<file path="src/tsf_pkg.sv">
package tsf_pkg;

  // ----------------------------------------------------------------
  // Timing
  // ----------------------------------------------------------------
  localparam int unsigned CLK_PERIOD_NS  = 40;
  localparam int unsigned UV_FILT_NS     = 40000;  // undervoltage_filter_time
  localparam int unsigned GTS_HOLD_NS    = 20000;  // go-to-sleep dwell
  localparam int unsigned UV_FILT_CYC    = UV_FILT_NS / CLK_PERIOD_NS;
  localparam int unsigned GTS_HOLD_CYC   = (GTS_HOLD_NS + CLK_PERIOD_NS - 1) / CLK_PERIOD_NS;
  localparam int unsigned CNT_W          = 12;
  localparam logic [2:0]  EDGE_LIMIT     = 3'h4;

  // ----------------------------------------------------------------
  // Register map
  // ----------------------------------------------------------------
  localparam logic [11:0] REG_STATUS     = 12'h000;
  localparam logic [11:0] REG_CONTROL    = 12'h004;
  localparam logic [31:0] CONTROL_RESET  = 32'h0000_0001;
  localparam int unsigned CTRL_FAULT_EN  = 0;
  localparam int unsigned STAT_MODE_LSB  = 16;

  // ----------------------------------------------------------------
  // Types
  // ----------------------------------------------------------------
  typedef enum logic [4:0] {
    MODE_NORMAL  = 5'b00001,
    MODE_SILENT  = 5'b00010,
    MODE_STANDBY = 5'b00100,
    MODE_GOSLEEP = 5'b01000,
    MODE_SLEEP   = 5'b10000
  } tsf_mode_t;

  typedef struct packed {
    logic bus_fault_flag;
    logic battery_undervoltage_flag;
    logic io_supply_undervoltage_flag;
    logic core_supply_undervoltage_flag;
    logic inhibit_mask_change_flag;
    logic wake_source_local;
    logic wake_source_flag;
    logic wake_request_flag;
    logic cold_start_flag;
  } tsf_flags_t;

  typedef struct packed {
    logic        psel;
    logic        penable;
    logic        pwrite;
    logic [11:0] paddr;
    logic [31:0] pwdata;
  } tsf_apb_req_t;

endpackage

</file>
<file path="src/tsf_sync3.sv">
`timescale 1ns/1ps
module tsf_sync3 import tsf_pkg::*; (
  input  wire logic ref_clk_i,   // core clock
  input  wire logic resetn_i,    // async reset, active low
  input  wire logic rst_val_i,   // value taken one edge after reset release
  input  wire logic async_i,     // pin level
  output logic      sync_o       // filtered level
);
  logic ff1_r;
  logic ff2_r;
  logic ff3_r;
  logic init_r;

  always_ff @(posedge ref_clk_i or negedge resetn_i) begin
    if (!resetn_i) begin
      ff1_r <= 1'b0;
      ff2_r <= 1'b0;
      ff3_r <= 1'b0;
    end else if (!init_r) begin
      // Prime the chain so no false change follows reset
      ff1_r <= rst_val_i;
      ff2_r <= rst_val_i;
      ff3_r <= rst_val_i;
    end else begin
      ff1_r <= async_i;
      ff2_r <= ff1_r;
      ff3_r <= ff2_r;
    end
  end

  // Change counts only once two later stages agree
  always_ff @(posedge ref_clk_i or negedge resetn_i) begin
    if (!resetn_i) begin
      init_r <= 1'b0;
      sync_o <= 1'b0;
    end else if (!init_r) begin
      init_r <= 1'b1;
      sync_o <= rst_val_i;
    end else if (ff2_r == ff3_r) begin
      sync_o <= ff3_r;
    end
  end
endmodule

</file>
<file path="src/tsf_uv_filter.sv">
`timescale 1ns/1ps
module tsf_uv_filter import tsf_pkg::*; (
  input  wire logic ref_clk_i,   // core clock
  input  wire logic resetn_i,    // async reset, active low
  input  wire logic uv_i,        // synchronised comparator, high = below threshold
  input  wire logic restart_i,   // restart the filter time
  output logic      qual_o       // undervoltage held for the full filter time
);
  logic [CNT_W-1:0] cnt_r;

  always_ff @(posedge ref_clk_i or negedge resetn_i) begin
    if (!resetn_i) begin
      cnt_r  <= '0;
      qual_o <= 1'b0;
    end else if (!uv_i || restart_i) begin
      cnt_r  <= '0;
      qual_o <= 1'b0;
    end else if (cnt_r == CNT_W'(UV_FILT_CYC - 1)) begin
      qual_o <= 1'b1;
    end else begin
      cnt_r  <= cnt_r + CNT_W'(1);
    end
  end
endmodule

</file>
<file path="src/tsf_status_core.sv">
// Notes on behaviour
// - Battery power-up or recovery sets cold-start, wake-request and local wake-source.
// - Silent entered from standby or sleep with cold-start set drives fault low.
// - Cold-start clears only on a transition into normal mode.
// - Wake request sets on a wake only in standby, go-to-sleep, sleep; restarts UV filters.
// - Standby entered with wake request set drives fault and receive low.
// - Wake request clears on normal entry or core/IO undervoltage.
// - Go-to-sleep is refused while wake request is set.
// - Wake source sets on bus wake, local wake edge or power-up.
// - Wake source keeps the first source until cleared or a battery recovery sets local.
// - In normal, wake source shows fault low for local, high for bus.
// - Wake source clears after four TX falling edges, leaving normal, or UV.
// - Inhibit-mask change sets a flag shown as fault low in silent.
// - Inhibit-mask change flag clears entering normal, standby, go-to-sleep or sleep.
// - Core/IO undervoltage flags set below, clear on recovery or wake; not shown.
// - Battery undervoltage flag set below, clear on recovery, causes cold start.
// - Bus fault flag sets after fault persists four TX rising edges.
// - Bus fault drives fault low only in normal mode.
// - Bus fault clears leaving normal or after four clean TX rising edges.
`timescale 1ns/1ps
module tsf_status_core import tsf_pkg::*; (
  input  wire logic        ref_clk_i,       // 25 MHz core clock
  input  wire logic        resetn_i,        // cold start reset, active low
  input  wire logic        psel_i,          // APB select
  input  wire logic        penable_i,       // APB enable
  input  wire logic        pwrite_i,        // APB direction
  input  wire logic [11:0] paddr_i,         // APB byte address
  input  wire logic [31:0] pwdata_i,        // APB write data
  output logic      [31:0] prdata_o,        // APB read data
  output logic             pready_o,        // APB ready
  output logic             pslverr_o,       // APB error
  input  wire logic        en_i,            // mode pin
  input  wire logic        stb_n_i,         // mode pin, active low standby
  input  wire logic        txd_i,           // transmit input, low = dominant
  input  wire logic        inhibit_mask_input_i, // mask pin
  input  wire logic        sup_uv_i,        // battery comparator, high = low supply
  input  wire logic        cc_uv_i,         // core supply comparator
  input  wire logic        io_uv_i,         // IO supply comparator
  input  wire logic        bus_err_i,       // bus short detector, same clock
  input  wire logic        bus_wake_i,      // remote wake pulse, same clock
  input  wire logic        local_wake_i,    // local wake pulse, same clock
  input  wire logic        rx_bus_i,        // receiver data, same clock
  output logic             fault_n_o,       // fault_indicator_output level
  output logic             fault_oe_o,      // fault pin drive enable
  output logic             rxd_o,           // receive output
  output logic             inh_en_o         // inhibit function enabled
);
  // ----------------------------------------------------------------
  // Pin synchronisers
  // ----------------------------------------------------------------
  logic en_s, stb_n_s, txd_dom_s, mask_s, sup_uv_s, cc_uv_s, io_uv_s;

  tsf_sync3 u_en   (.ref_clk_i(ref_clk_i), .resetn_i(resetn_i), .rst_val_i(1'b0),
                    .async_i(en_i), .sync_o(en_s));
  tsf_sync3 u_stb  (.ref_clk_i(ref_clk_i), .resetn_i(resetn_i), .rst_val_i(1'b0),
                    .async_i(stb_n_i), .sync_o(stb_n_s));
  tsf_sync3 u_txd  (.ref_clk_i(ref_clk_i), .resetn_i(resetn_i), .rst_val_i(1'b0),
                    .async_i(!txd_i), .sync_o(txd_dom_s));
  tsf_sync3 u_mask (.ref_clk_i(ref_clk_i), .resetn_i(resetn_i), .rst_val_i(1'b0),
                    .async_i(inhibit_mask_input_i), .sync_o(mask_s));
  tsf_sync3 u_sup  (.ref_clk_i(ref_clk_i), .resetn_i(resetn_i), .rst_val_i(1'b0),
                    .async_i(sup_uv_i), .sync_o(sup_uv_s));
  tsf_sync3 u_cc   (.ref_clk_i(ref_clk_i), .resetn_i(resetn_i), .rst_val_i(1'b0),
                    .async_i(cc_uv_i), .sync_o(cc_uv_s));
  tsf_sync3 u_io   (.ref_clk_i(ref_clk_i), .resetn_i(resetn_i), .rst_val_i(1'b0),
                    .async_i(io_uv_i), .sync_o(io_uv_s));

  // ----------------------------------------------------------------
  // Mode control
  // ----------------------------------------------------------------
  tsf_mode_t        mode_r;
  tsf_mode_t        mode_nxt;
  tsf_flags_t       flg_r;
  logic [CNT_W-1:0] gts_cnt_r;
  logic             wake_ev;
  logic             sup_rec;
  logic             cold_ev;
  logic             cc_q, io_q;
  logic             uv_q;
  logic             enter_normal, leave_normal, changed;

  assign wake_ev = bus_wake_i | local_wake_i;

  always_comb begin
    mode_nxt = mode_r;
    unique case (mode_r)
      MODE_SLEEP: begin
        if (flg_r.wake_request_flag) begin
          mode_nxt = MODE_STANDBY;
        end else if (stb_n_s) begin
          mode_nxt = en_s ? MODE_NORMAL : MODE_SILENT;
        end
      end
      MODE_GOSLEEP: begin
        if (!(en_s && !stb_n_s)) begin
          mode_nxt = stb_n_s ? MODE_SILENT : MODE_STANDBY;
        end else if (gts_cnt_r == CNT_W'(GTS_HOLD_CYC - 1)) begin
          mode_nxt = MODE_SLEEP;
        end
      end
      MODE_NORMAL, MODE_SILENT, MODE_STANDBY: begin
        if (stb_n_s) begin
          mode_nxt = en_s ? MODE_NORMAL : MODE_SILENT;
        end else if (en_s && !flg_r.wake_request_flag) begin
          mode_nxt = MODE_GOSLEEP;
        end else begin
          mode_nxt = MODE_STANDBY;
        end
      end
    endcase
  end

  assign changed      = mode_nxt != mode_r;
  assign enter_normal = changed && mode_nxt == MODE_NORMAL;
  assign leave_normal = changed && mode_r == MODE_NORMAL;

  always_ff @(posedge ref_clk_i or negedge resetn_i) begin
    if (!resetn_i) begin
      mode_r <= MODE_STANDBY;
    end else begin
      mode_r <= mode_nxt;
    end
  end

  always_ff @(posedge ref_clk_i or negedge resetn_i) begin
    if (!resetn_i) begin
      gts_cnt_r <= '0;
    end else if (mode_r != MODE_GOSLEEP) begin
      gts_cnt_r <= '0;
    end else if (gts_cnt_r != CNT_W'(GTS_HOLD_CYC - 1)) begin
      gts_cnt_r <= gts_cnt_r + CNT_W'(1);
    end
  end

  // ----------------------------------------------------------------
  // Supply monitoring
  // ----------------------------------------------------------------
  logic set_wake_req;
  assign set_wake_req = wake_ev && (mode_r inside {MODE_STANDBY, MODE_GOSLEEP, MODE_SLEEP});

  // Filters restart whenever a wake event raises a wake request
  tsf_uv_filter u_ccf (.ref_clk_i(ref_clk_i), .resetn_i(resetn_i), .uv_i(cc_uv_s),
                       .restart_i(set_wake_req), .qual_o(cc_q));
  tsf_uv_filter u_iof (.ref_clk_i(ref_clk_i), .resetn_i(resetn_i), .uv_i(io_uv_s),
                       .restart_i(set_wake_req), .qual_o(io_q));

  assign uv_q    = cc_q | io_q;
  assign sup_rec = flg_r.battery_undervoltage_flag && !sup_uv_s;
  assign cold_ev = sup_rec;

  // ----------------------------------------------------------------
  // Transmit edge counting
  // ----------------------------------------------------------------
  logic       txd_d_r, tx_fall, tx_rise, err_seen_r;
  logic [2:0] src_cnt_r, bf_cnt_r, ok_cnt_r;

  // Dominant level is low in reset and idle alike, so no false edge
  assign tx_fall = !txd_d_r && txd_dom_s;
  assign tx_rise = txd_d_r && !txd_dom_s;

  always_ff @(posedge ref_clk_i or negedge resetn_i) begin
    if (!resetn_i) begin
      txd_d_r    <= 1'b0;
      err_seen_r <= 1'b0;
    end else begin
      txd_d_r <= txd_dom_s;
      if (tx_rise || !txd_dom_s) begin
        err_seen_r <= 1'b0;
      end else if (bus_err_i) begin
        err_seen_r <= 1'b1;
      end
    end
  end

  always_ff @(posedge ref_clk_i or negedge resetn_i) begin
    if (!resetn_i) begin
      src_cnt_r <= '0;
      bf_cnt_r  <= '0;
      ok_cnt_r  <= '0;
    end else if (mode_r != MODE_NORMAL) begin
      src_cnt_r <= '0;
      bf_cnt_r  <= '0;
      ok_cnt_r  <= '0;
    end else begin
      if (tx_fall && src_cnt_r != EDGE_LIMIT) begin
        src_cnt_r <= src_cnt_r + 3'h1;
      end
      if (tx_rise && err_seen_r) begin
        bf_cnt_r <= (bf_cnt_r == EDGE_LIMIT) ? EDGE_LIMIT : bf_cnt_r + 3'h1;
        ok_cnt_r <= '0;
      end else if (tx_rise) begin
        ok_cnt_r <= (ok_cnt_r == EDGE_LIMIT) ? EDGE_LIMIT : ok_cnt_r + 3'h1;
        bf_cnt_r <= '0;
      end
    end
  end

  // ----------------------------------------------------------------
  // Flags
  // ----------------------------------------------------------------
  logic mask_lat_r;
  logic silent_lowpwr_r;
  logic src_done;
  assign src_done = mode_r == MODE_NORMAL && tx_fall && src_cnt_r == EDGE_LIMIT - 3'h1;

  always_ff @(posedge ref_clk_i or negedge resetn_i) begin
    if (!resetn_i) begin
      flg_r                   <= '0;
      flg_r.cold_start_flag   <= 1'b1;
      flg_r.wake_request_flag <= 1'b1;
      flg_r.wake_source_flag  <= 1'b1;
      flg_r.wake_source_local <= 1'b1;
    end else begin
      if (cold_ev) begin
        flg_r.cold_start_flag <= 1'b1;
      end else if (enter_normal) begin
        flg_r.cold_start_flag <= 1'b0;
      end
      if (cold_ev || set_wake_req) begin
        flg_r.wake_request_flag <= 1'b1;
      end else if (enter_normal || uv_q) begin
        flg_r.wake_request_flag <= 1'b0;
      end
      if (cold_ev) begin
        flg_r.wake_source_flag  <= 1'b1;
        flg_r.wake_source_local <= 1'b1;
      end else if (wake_ev && !flg_r.wake_source_flag) begin
        flg_r.wake_source_flag  <= 1'b1;
        flg_r.wake_source_local <= local_wake_i;
      end else if (src_done || leave_normal || uv_q) begin
        flg_r.wake_source_flag  <= 1'b0;
      end
      if (mask_s != mask_lat_r && mode_r == MODE_SILENT && !changed) begin
        flg_r.inhibit_mask_change_flag <= 1'b1;
      end else if (changed && mode_nxt != MODE_SILENT) begin
        flg_r.inhibit_mask_change_flag <= 1'b0;
      end
      if (cc_q) begin
        flg_r.core_supply_undervoltage_flag <= 1'b1;
      end else if (!cc_uv_s || set_wake_req) begin
        flg_r.core_supply_undervoltage_flag <= 1'b0;
      end
      if (io_q) begin
        flg_r.io_supply_undervoltage_flag <= 1'b1;
      end else if (!io_uv_s || set_wake_req) begin
        flg_r.io_supply_undervoltage_flag <= 1'b0;
      end
      flg_r.battery_undervoltage_flag <= sup_uv_s;
      if (mode_r == MODE_NORMAL && tx_rise && err_seen_r && !leave_normal &&
          bf_cnt_r == EDGE_LIMIT - 3'h1) begin
        flg_r.bus_fault_flag <= 1'b1;
      end else if (leave_normal || (mode_r == MODE_NORMAL && tx_rise && !err_seen_r &&
                                    ok_cnt_r == EDGE_LIMIT - 3'h1)) begin
        flg_r.bus_fault_flag <= 1'b0;
      end
    end
  end

  // Latched mask survives mode changes, lost only with the battery
  always_ff @(posedge ref_clk_i or negedge resetn_i) begin
    if (!resetn_i) begin
      mask_lat_r <= 1'b0;
    end else if (sup_uv_s) begin
      mask_lat_r <= 1'b0;
    end else if (mode_r == MODE_SILENT && !changed) begin
      mask_lat_r <= mask_s;
    end
  end

  always_ff @(posedge ref_clk_i or negedge resetn_i) begin
    if (!resetn_i) begin
      silent_lowpwr_r <= 1'b0;
    end else if (changed && mode_nxt == MODE_SILENT) begin
      silent_lowpwr_r <= mode_r inside {MODE_STANDBY, MODE_SLEEP};
    end
  end

  // ----------------------------------------------------------------
  // Pin indication
  // ----------------------------------------------------------------
  logic [31:0] ctrl_r;
  logic        ind_any, ind_rx;

  always_comb begin
    ind_any = 1'b0;
    ind_rx  = 1'b0;
    unique case (mode_r)
      MODE_NORMAL: begin
        ind_any = (flg_r.wake_source_flag && flg_r.wake_source_local)
                | flg_r.bus_fault_flag;
      end
      MODE_SILENT: begin
        ind_any = (flg_r.cold_start_flag && silent_lowpwr_r)
                | flg_r.inhibit_mask_change_flag;
      end
      MODE_STANDBY: begin
        ind_any = flg_r.wake_request_flag;
        ind_rx  = flg_r.wake_request_flag;
      end
      MODE_GOSLEEP, MODE_SLEEP: begin
        ind_any = 1'b0;
      end
    endcase
  end

  always_ff @(posedge ref_clk_i or negedge resetn_i) begin
    if (!resetn_i) begin
      fault_n_o  <= 1'b1;
      fault_oe_o <= 1'b0;
      rxd_o      <= 1'b1;
      inh_en_o   <= 1'b1;
    end else begin
      fault_n_o  <= !(ind_any && ctrl_r[CTRL_FAULT_EN]);
      fault_oe_o <= mode_r != MODE_SLEEP;
      rxd_o      <= ind_rx ? 1'b0 : rx_bus_i;
      inh_en_o   <= !mask_lat_r && mode_r != MODE_SLEEP;
    end
  end

  // ----------------------------------------------------------------
  // APB slave
  // ----------------------------------------------------------------
  tsf_apb_req_t req;
  logic         setup_ph;
  logic [31:0]  status_w;

  assign req      = '{psel_i, penable_i, pwrite_i, paddr_i, pwdata_i};
  assign setup_ph = req.psel && !req.penable;
  assign status_w = {11'h000, mode_r, 7'h00, flg_r};

  always_ff @(posedge ref_clk_i or negedge resetn_i) begin
    if (!resetn_i) begin
      pready_o  <= 1'b0;
      pslverr_o <= 1'b0;
      prdata_o  <= '0;
    end else begin
      pready_o  <= setup_ph;
      pslverr_o <= setup_ph && req.paddr != REG_STATUS && req.paddr != REG_CONTROL;
      prdata_o  <= '0;
      if (setup_ph && !req.pwrite) begin
        if (req.paddr == REG_STATUS) begin
          prdata_o <= status_w;
        end else if (req.paddr == REG_CONTROL) begin
          prdata_o <= ctrl_r;
        end
      end
    end
  end

  always_ff @(posedge ref_clk_i or negedge resetn_i) begin
    if (!resetn_i) begin
      ctrl_r <= CONTROL_RESET;
    end else if (req.psel && req.penable && pready_o && req.pwrite &&
                 req.paddr == REG_CONTROL) begin
      ctrl_r <= {31'h0000_0000, req.pwdata[CTRL_FAULT_EN]};
    end
  end
endmodule

</file>
<file path="config.mk">
export PLATFORM = sky130hd
export DESIGN_NAME = tsf_status_core
export DESIGN_NICKNAME = d
export VERILOG_FILES = /design/src/tsf_pkg.sv /design/src/tsf_sync3.sv /design/src/tsf_uv_filter.sv /design/src/tsf_status_core.sv
export SDC_FILE = /design/constraint.sdc
export NUM_CORES = 1
export LEC_CHECK = 0
export BUFFER_PORTS_ARGS = -buffer_cell sky130_fd_sc_hd__buf_4
export CAP_MARGIN = 20
export CORE_ASPECT_RATIO = 1.75
export CORE_MARGIN = 2
export CORE_UTILIZATION = 30
export DETAILED_ROUTE_END_ITERATION = 8
export PLACE_DENSITY = 0.47
export SYNTH_ARGS = -nofsm -noshare
export SYNTH_HDL_FRONTEND = slang
export SYNTH_SLANG_ARGS = --single-unit
</file>
<file path="constraint.sdc">
create_clock -name ref_clk_i -period 6.35 [get_ports ref_clk_i]
set_clock_uncertainty 0.2 [all_clocks]
set_input_delay 0.3175 -clock ref_clk_i [delete_from_list [all_inputs] [get_ports ref_clk_i]]
set_output_delay 0.3175 -clock ref_clk_i [all_outputs]
set_load 0.005 [all_outputs]
</file>
==> impl_metrics.yaml <==
global_routing:
  antenna_found_initial: 0
  grtUsageTotal_pct: 12.43
  grt_pass1_vias: 4020
  grt_pass1_wl_mm: 19.00
  grt_start_max_net_pins: 70
  gr-total-overflow: 0
power:
  ir_drop_mv: 0.1528
  swShare_pct: 20.43
  seq_power_share_pct: 42.9
  intPower_w: 0.001390
  powerDensity_nw_per_um2: 265.3
  pwr-share-comb_pct: 2.9
  power_switching_w: 0.0003568
  clockPowerShare_pct: 54.3
  p_leak_nw: 2.898
layout:
  num-fill-cells: 1804
  utilization_pct: 37.71
  drive_gt1_share_pct: 16.69
  final_cell_count_no_fill: 836
  final_nets: 664
  area_growth_pct: 23.06
  antenna_cells: 0
  final_cell_area_um2: 6584
route:
  drt_first_pass_iters: 4
  routed_via_density: 4.654
  drt_wl_total_mm: 11.03
  drc: 0
  antenna_left: 0
  drt_iter0_drc: 168
  wl_per_cell_um: 13.20
  vias: 3891
timing:
  hold_viol_final: 0
  slew_violations: 0
  period_needed_ns: 2.733
  relSlewSlack_pct: 42.59
  rsz0062_at_grt: "no"
  whs_ns: 0.01664
  period_share_pct: 43.04
  worstMarginPinSlew_ns: 0.8611
  fin_tns_setup_ns: 0
  fmax_mhz: 365.9
  finalSetupViolCount: 0
cts:
  cts_tree: "done"
  cts_resized: 0
  clockRootBuffer: "clkbuf_16"
  cts_buffers: 17
  cts_max_path_buffers: 2
  cts_sinks: 115
  h-tree-depth: 4
  clkTransAtPathRegs_ns: 0.05
  cts_setup_buffers: 0
  hold_buffers: 14
  clk_latency_ns: 0.41
yosys:
  synth_cell_types: 61
  synthCells: 529
  synth_top_area_share_pct: 49.58
  ys_ff_latch: 115
  synth_async_sr_flop_share_pct: 100.0
  synth.yosys.warnings: 0
  synth.area.top_cells: "dfrtp_1, nor2_1, dfstp_2, and2_1, ha_1"
  synth-seq-area-share_pct: 54.00
  synth.avg_cell_area_um2: 10.11
  syn_area_um2: 5350
  yosysMostFrequentCell: "dfrtp_1"
  synth-main-ff-cell: "dfrtp_1"
  synth_common_cells: "dfrtp_1, nor2_1, nand2_1"
  synth_top_area_cell: "dfrtp_1"
  synth-edff-count: 0
placement:
  numPortBuffers: 48
  dpl.hpwl_mm: 7.579
  postPlaceCellArea_um2: 5854
  dp_cells: 790
  gp_congestion: 0.8134
critical_path:
  crit_fanout: 11
  criticalPathCategory: "reg2reg"
  cp-end-kind: "flop"
  crit_required_ns: 6.45
  crit_arrival_ns: 2.84
  r2r_cells: 7
  start_kind: "flop"
floorplanning:
  rows: 64
  ioPinCount: 98
  initial_core_util_pct: 30.65
  die-area_um2: 18960
  die_y_um: 180.7
  die_w_um: 105.0
  core_um2: 17460
run:
  cap_violations: 0
hold_path:
  whs_path_depth: 2
  hold_path.class: "in2reg"
run_status:
  status: "complete, no violations"
logic make-up (layout without fill, tap and decap cells):
family / after synthesis / in the layout / share of synthesized area (%)
xor gates and xnor gates: 30 / 30 / 4.911
and+or+nand+nor: 224 / 224 / 20.81
AOI/OAI and AO/OA: 87 / 87 / 10.83
muxes: 7 / 7 / 1.333
DFF: 115 / 115 / 54.00
other: 2 / 19 / 0.1404
adders and majority gates: 12 / 12 / 2.806
buffers and inverters: 52 / 111 / 5.168
metrics by stage:
| stage | total power [W] | setup WS (ns) |
|---|---|---|
| after floorplan | 0.0007792 | 4.072 |
| after global placement | 0.0008047 | 3.628 |
| after detailed placement | 0.0008058 | 3.620 |
| after CTS | 0.001777 | 3.587 |
| after global routing | 0.001814 | 3.441 |
| final | 0.001746 | 3.617 |
cell usage in the layout (no fill, tap or decap), types with 2 or more instances in the layout:
cell type        n
or2_2            2
dfstp_2          9
clkinvlp_4       2
and3_1           6
nor2_1          74
clkbuf_16       17
bufinv_16        3
nand2b_1         4
clkbuf_1         3
nor3_1          14
clkinv_2         5
xor2_1          17
a21oi_1         25
ha_1            12
a31o_1           2
nand2_1         36
dfrtp_1        106
a31oi_1          4
nand4_1          6
nand3_1         23
a31o_2           2
a21boi_0         7
dlygate4sd3_1   14
o21ai_1          6
or3_1            5
buf_4           49
xnor2_1         13
conb_1          19
nor4_1           4
mux2i_1          6
inv_1           15
nor2b_1          6
o21ai_0         22
and2_1          35
state kept, by name (all words and copies together) (netlist names), 5 cells and up:
name,cells
prdata_o,14
u_iof.cnt_r,12
mode_r,5
gts_cnt_r,12
flg_r,9
u_ccf.cnt_r,12
area by class of cell:
cell class / instances / area [µm²] / share of cell area (%)
sequential: 115 / 2889 / 43.88
multi-input combinational: 379 / 2248 / 34.15
timing repair buffer: 63 / 508.0 / 7.716
clock buffer: 21 / 450.4 / 6.842
tap: 231 / 289.0 / 4.390
clock inverter: 11 / 138.9 / 2.109
inverter: 16 / 60.06 / 0.9122
routing by layer:
metal	up-vias	global-route usage (%)	wire, µm
met5	-	0	0
met2	83	22.70	5982
met4	0	4.853	148
li1	1882	-	-
met1	1917	13.56	4497
met3	9	3.219	404
path summary, 6_finish.rpt:
| check | from | endpoint | slack, ns |
|---|---|---|---|
| setup / recovery | mode_r[3]$_DFF_PN0_ | flg_r[8]$_DFFE_PN0P_ | 3.62 |
| hold / removal | psel_i | pready_o$_DFF_PN0_ | 0.02 |
| setup reg to reg | mode_r[3]$_DFF_PN0_ | flg_r[8]$_DFFE_PN0P_ | 3.62 |
| hold reg to reg | u_sup.sync_o$_DFFE_PN0P_ | flg_r[7]$_DFF_PN0_ | 0.24 |
| max in group asynchronous | resetn_i | u_iof.cnt_r[11]$_DFFE_PN0P_ | 4.41 |
| min in group asynchronous | resetn_i | gts_cnt_r[9]$_DFFE_PN0P_ | 0.25 |
power by group through the flow:
stage / Combinational, W / Sequential [W] / Clock, W
detailed placement: 0.0000447 / 0.000761 / 0
global route: 0.0000572 / 0.000749 / 0.00101
floorplan: 0.0000209 / 0.000758 / 0
finish: 0.0000498 / 0.000749 / 0.000948
global placement: 0.0000438 / 0.000761 / 0
CTS: 0.0000516 / 0.000748 / 0.000977
worst max-delay path, stage by stage, from the launching register on:
cell	delay (ns)
dfrtp_1	0.54
nor4_4	0.57
o2bb2ai_2	0.21
o2111a_2	0.25
a211oi_2	0.06
a311oi_4	0.32
nand3_2	0.18
a311oi_1	0.30
No activity file was read; power rests on OpenSTA's default activity.
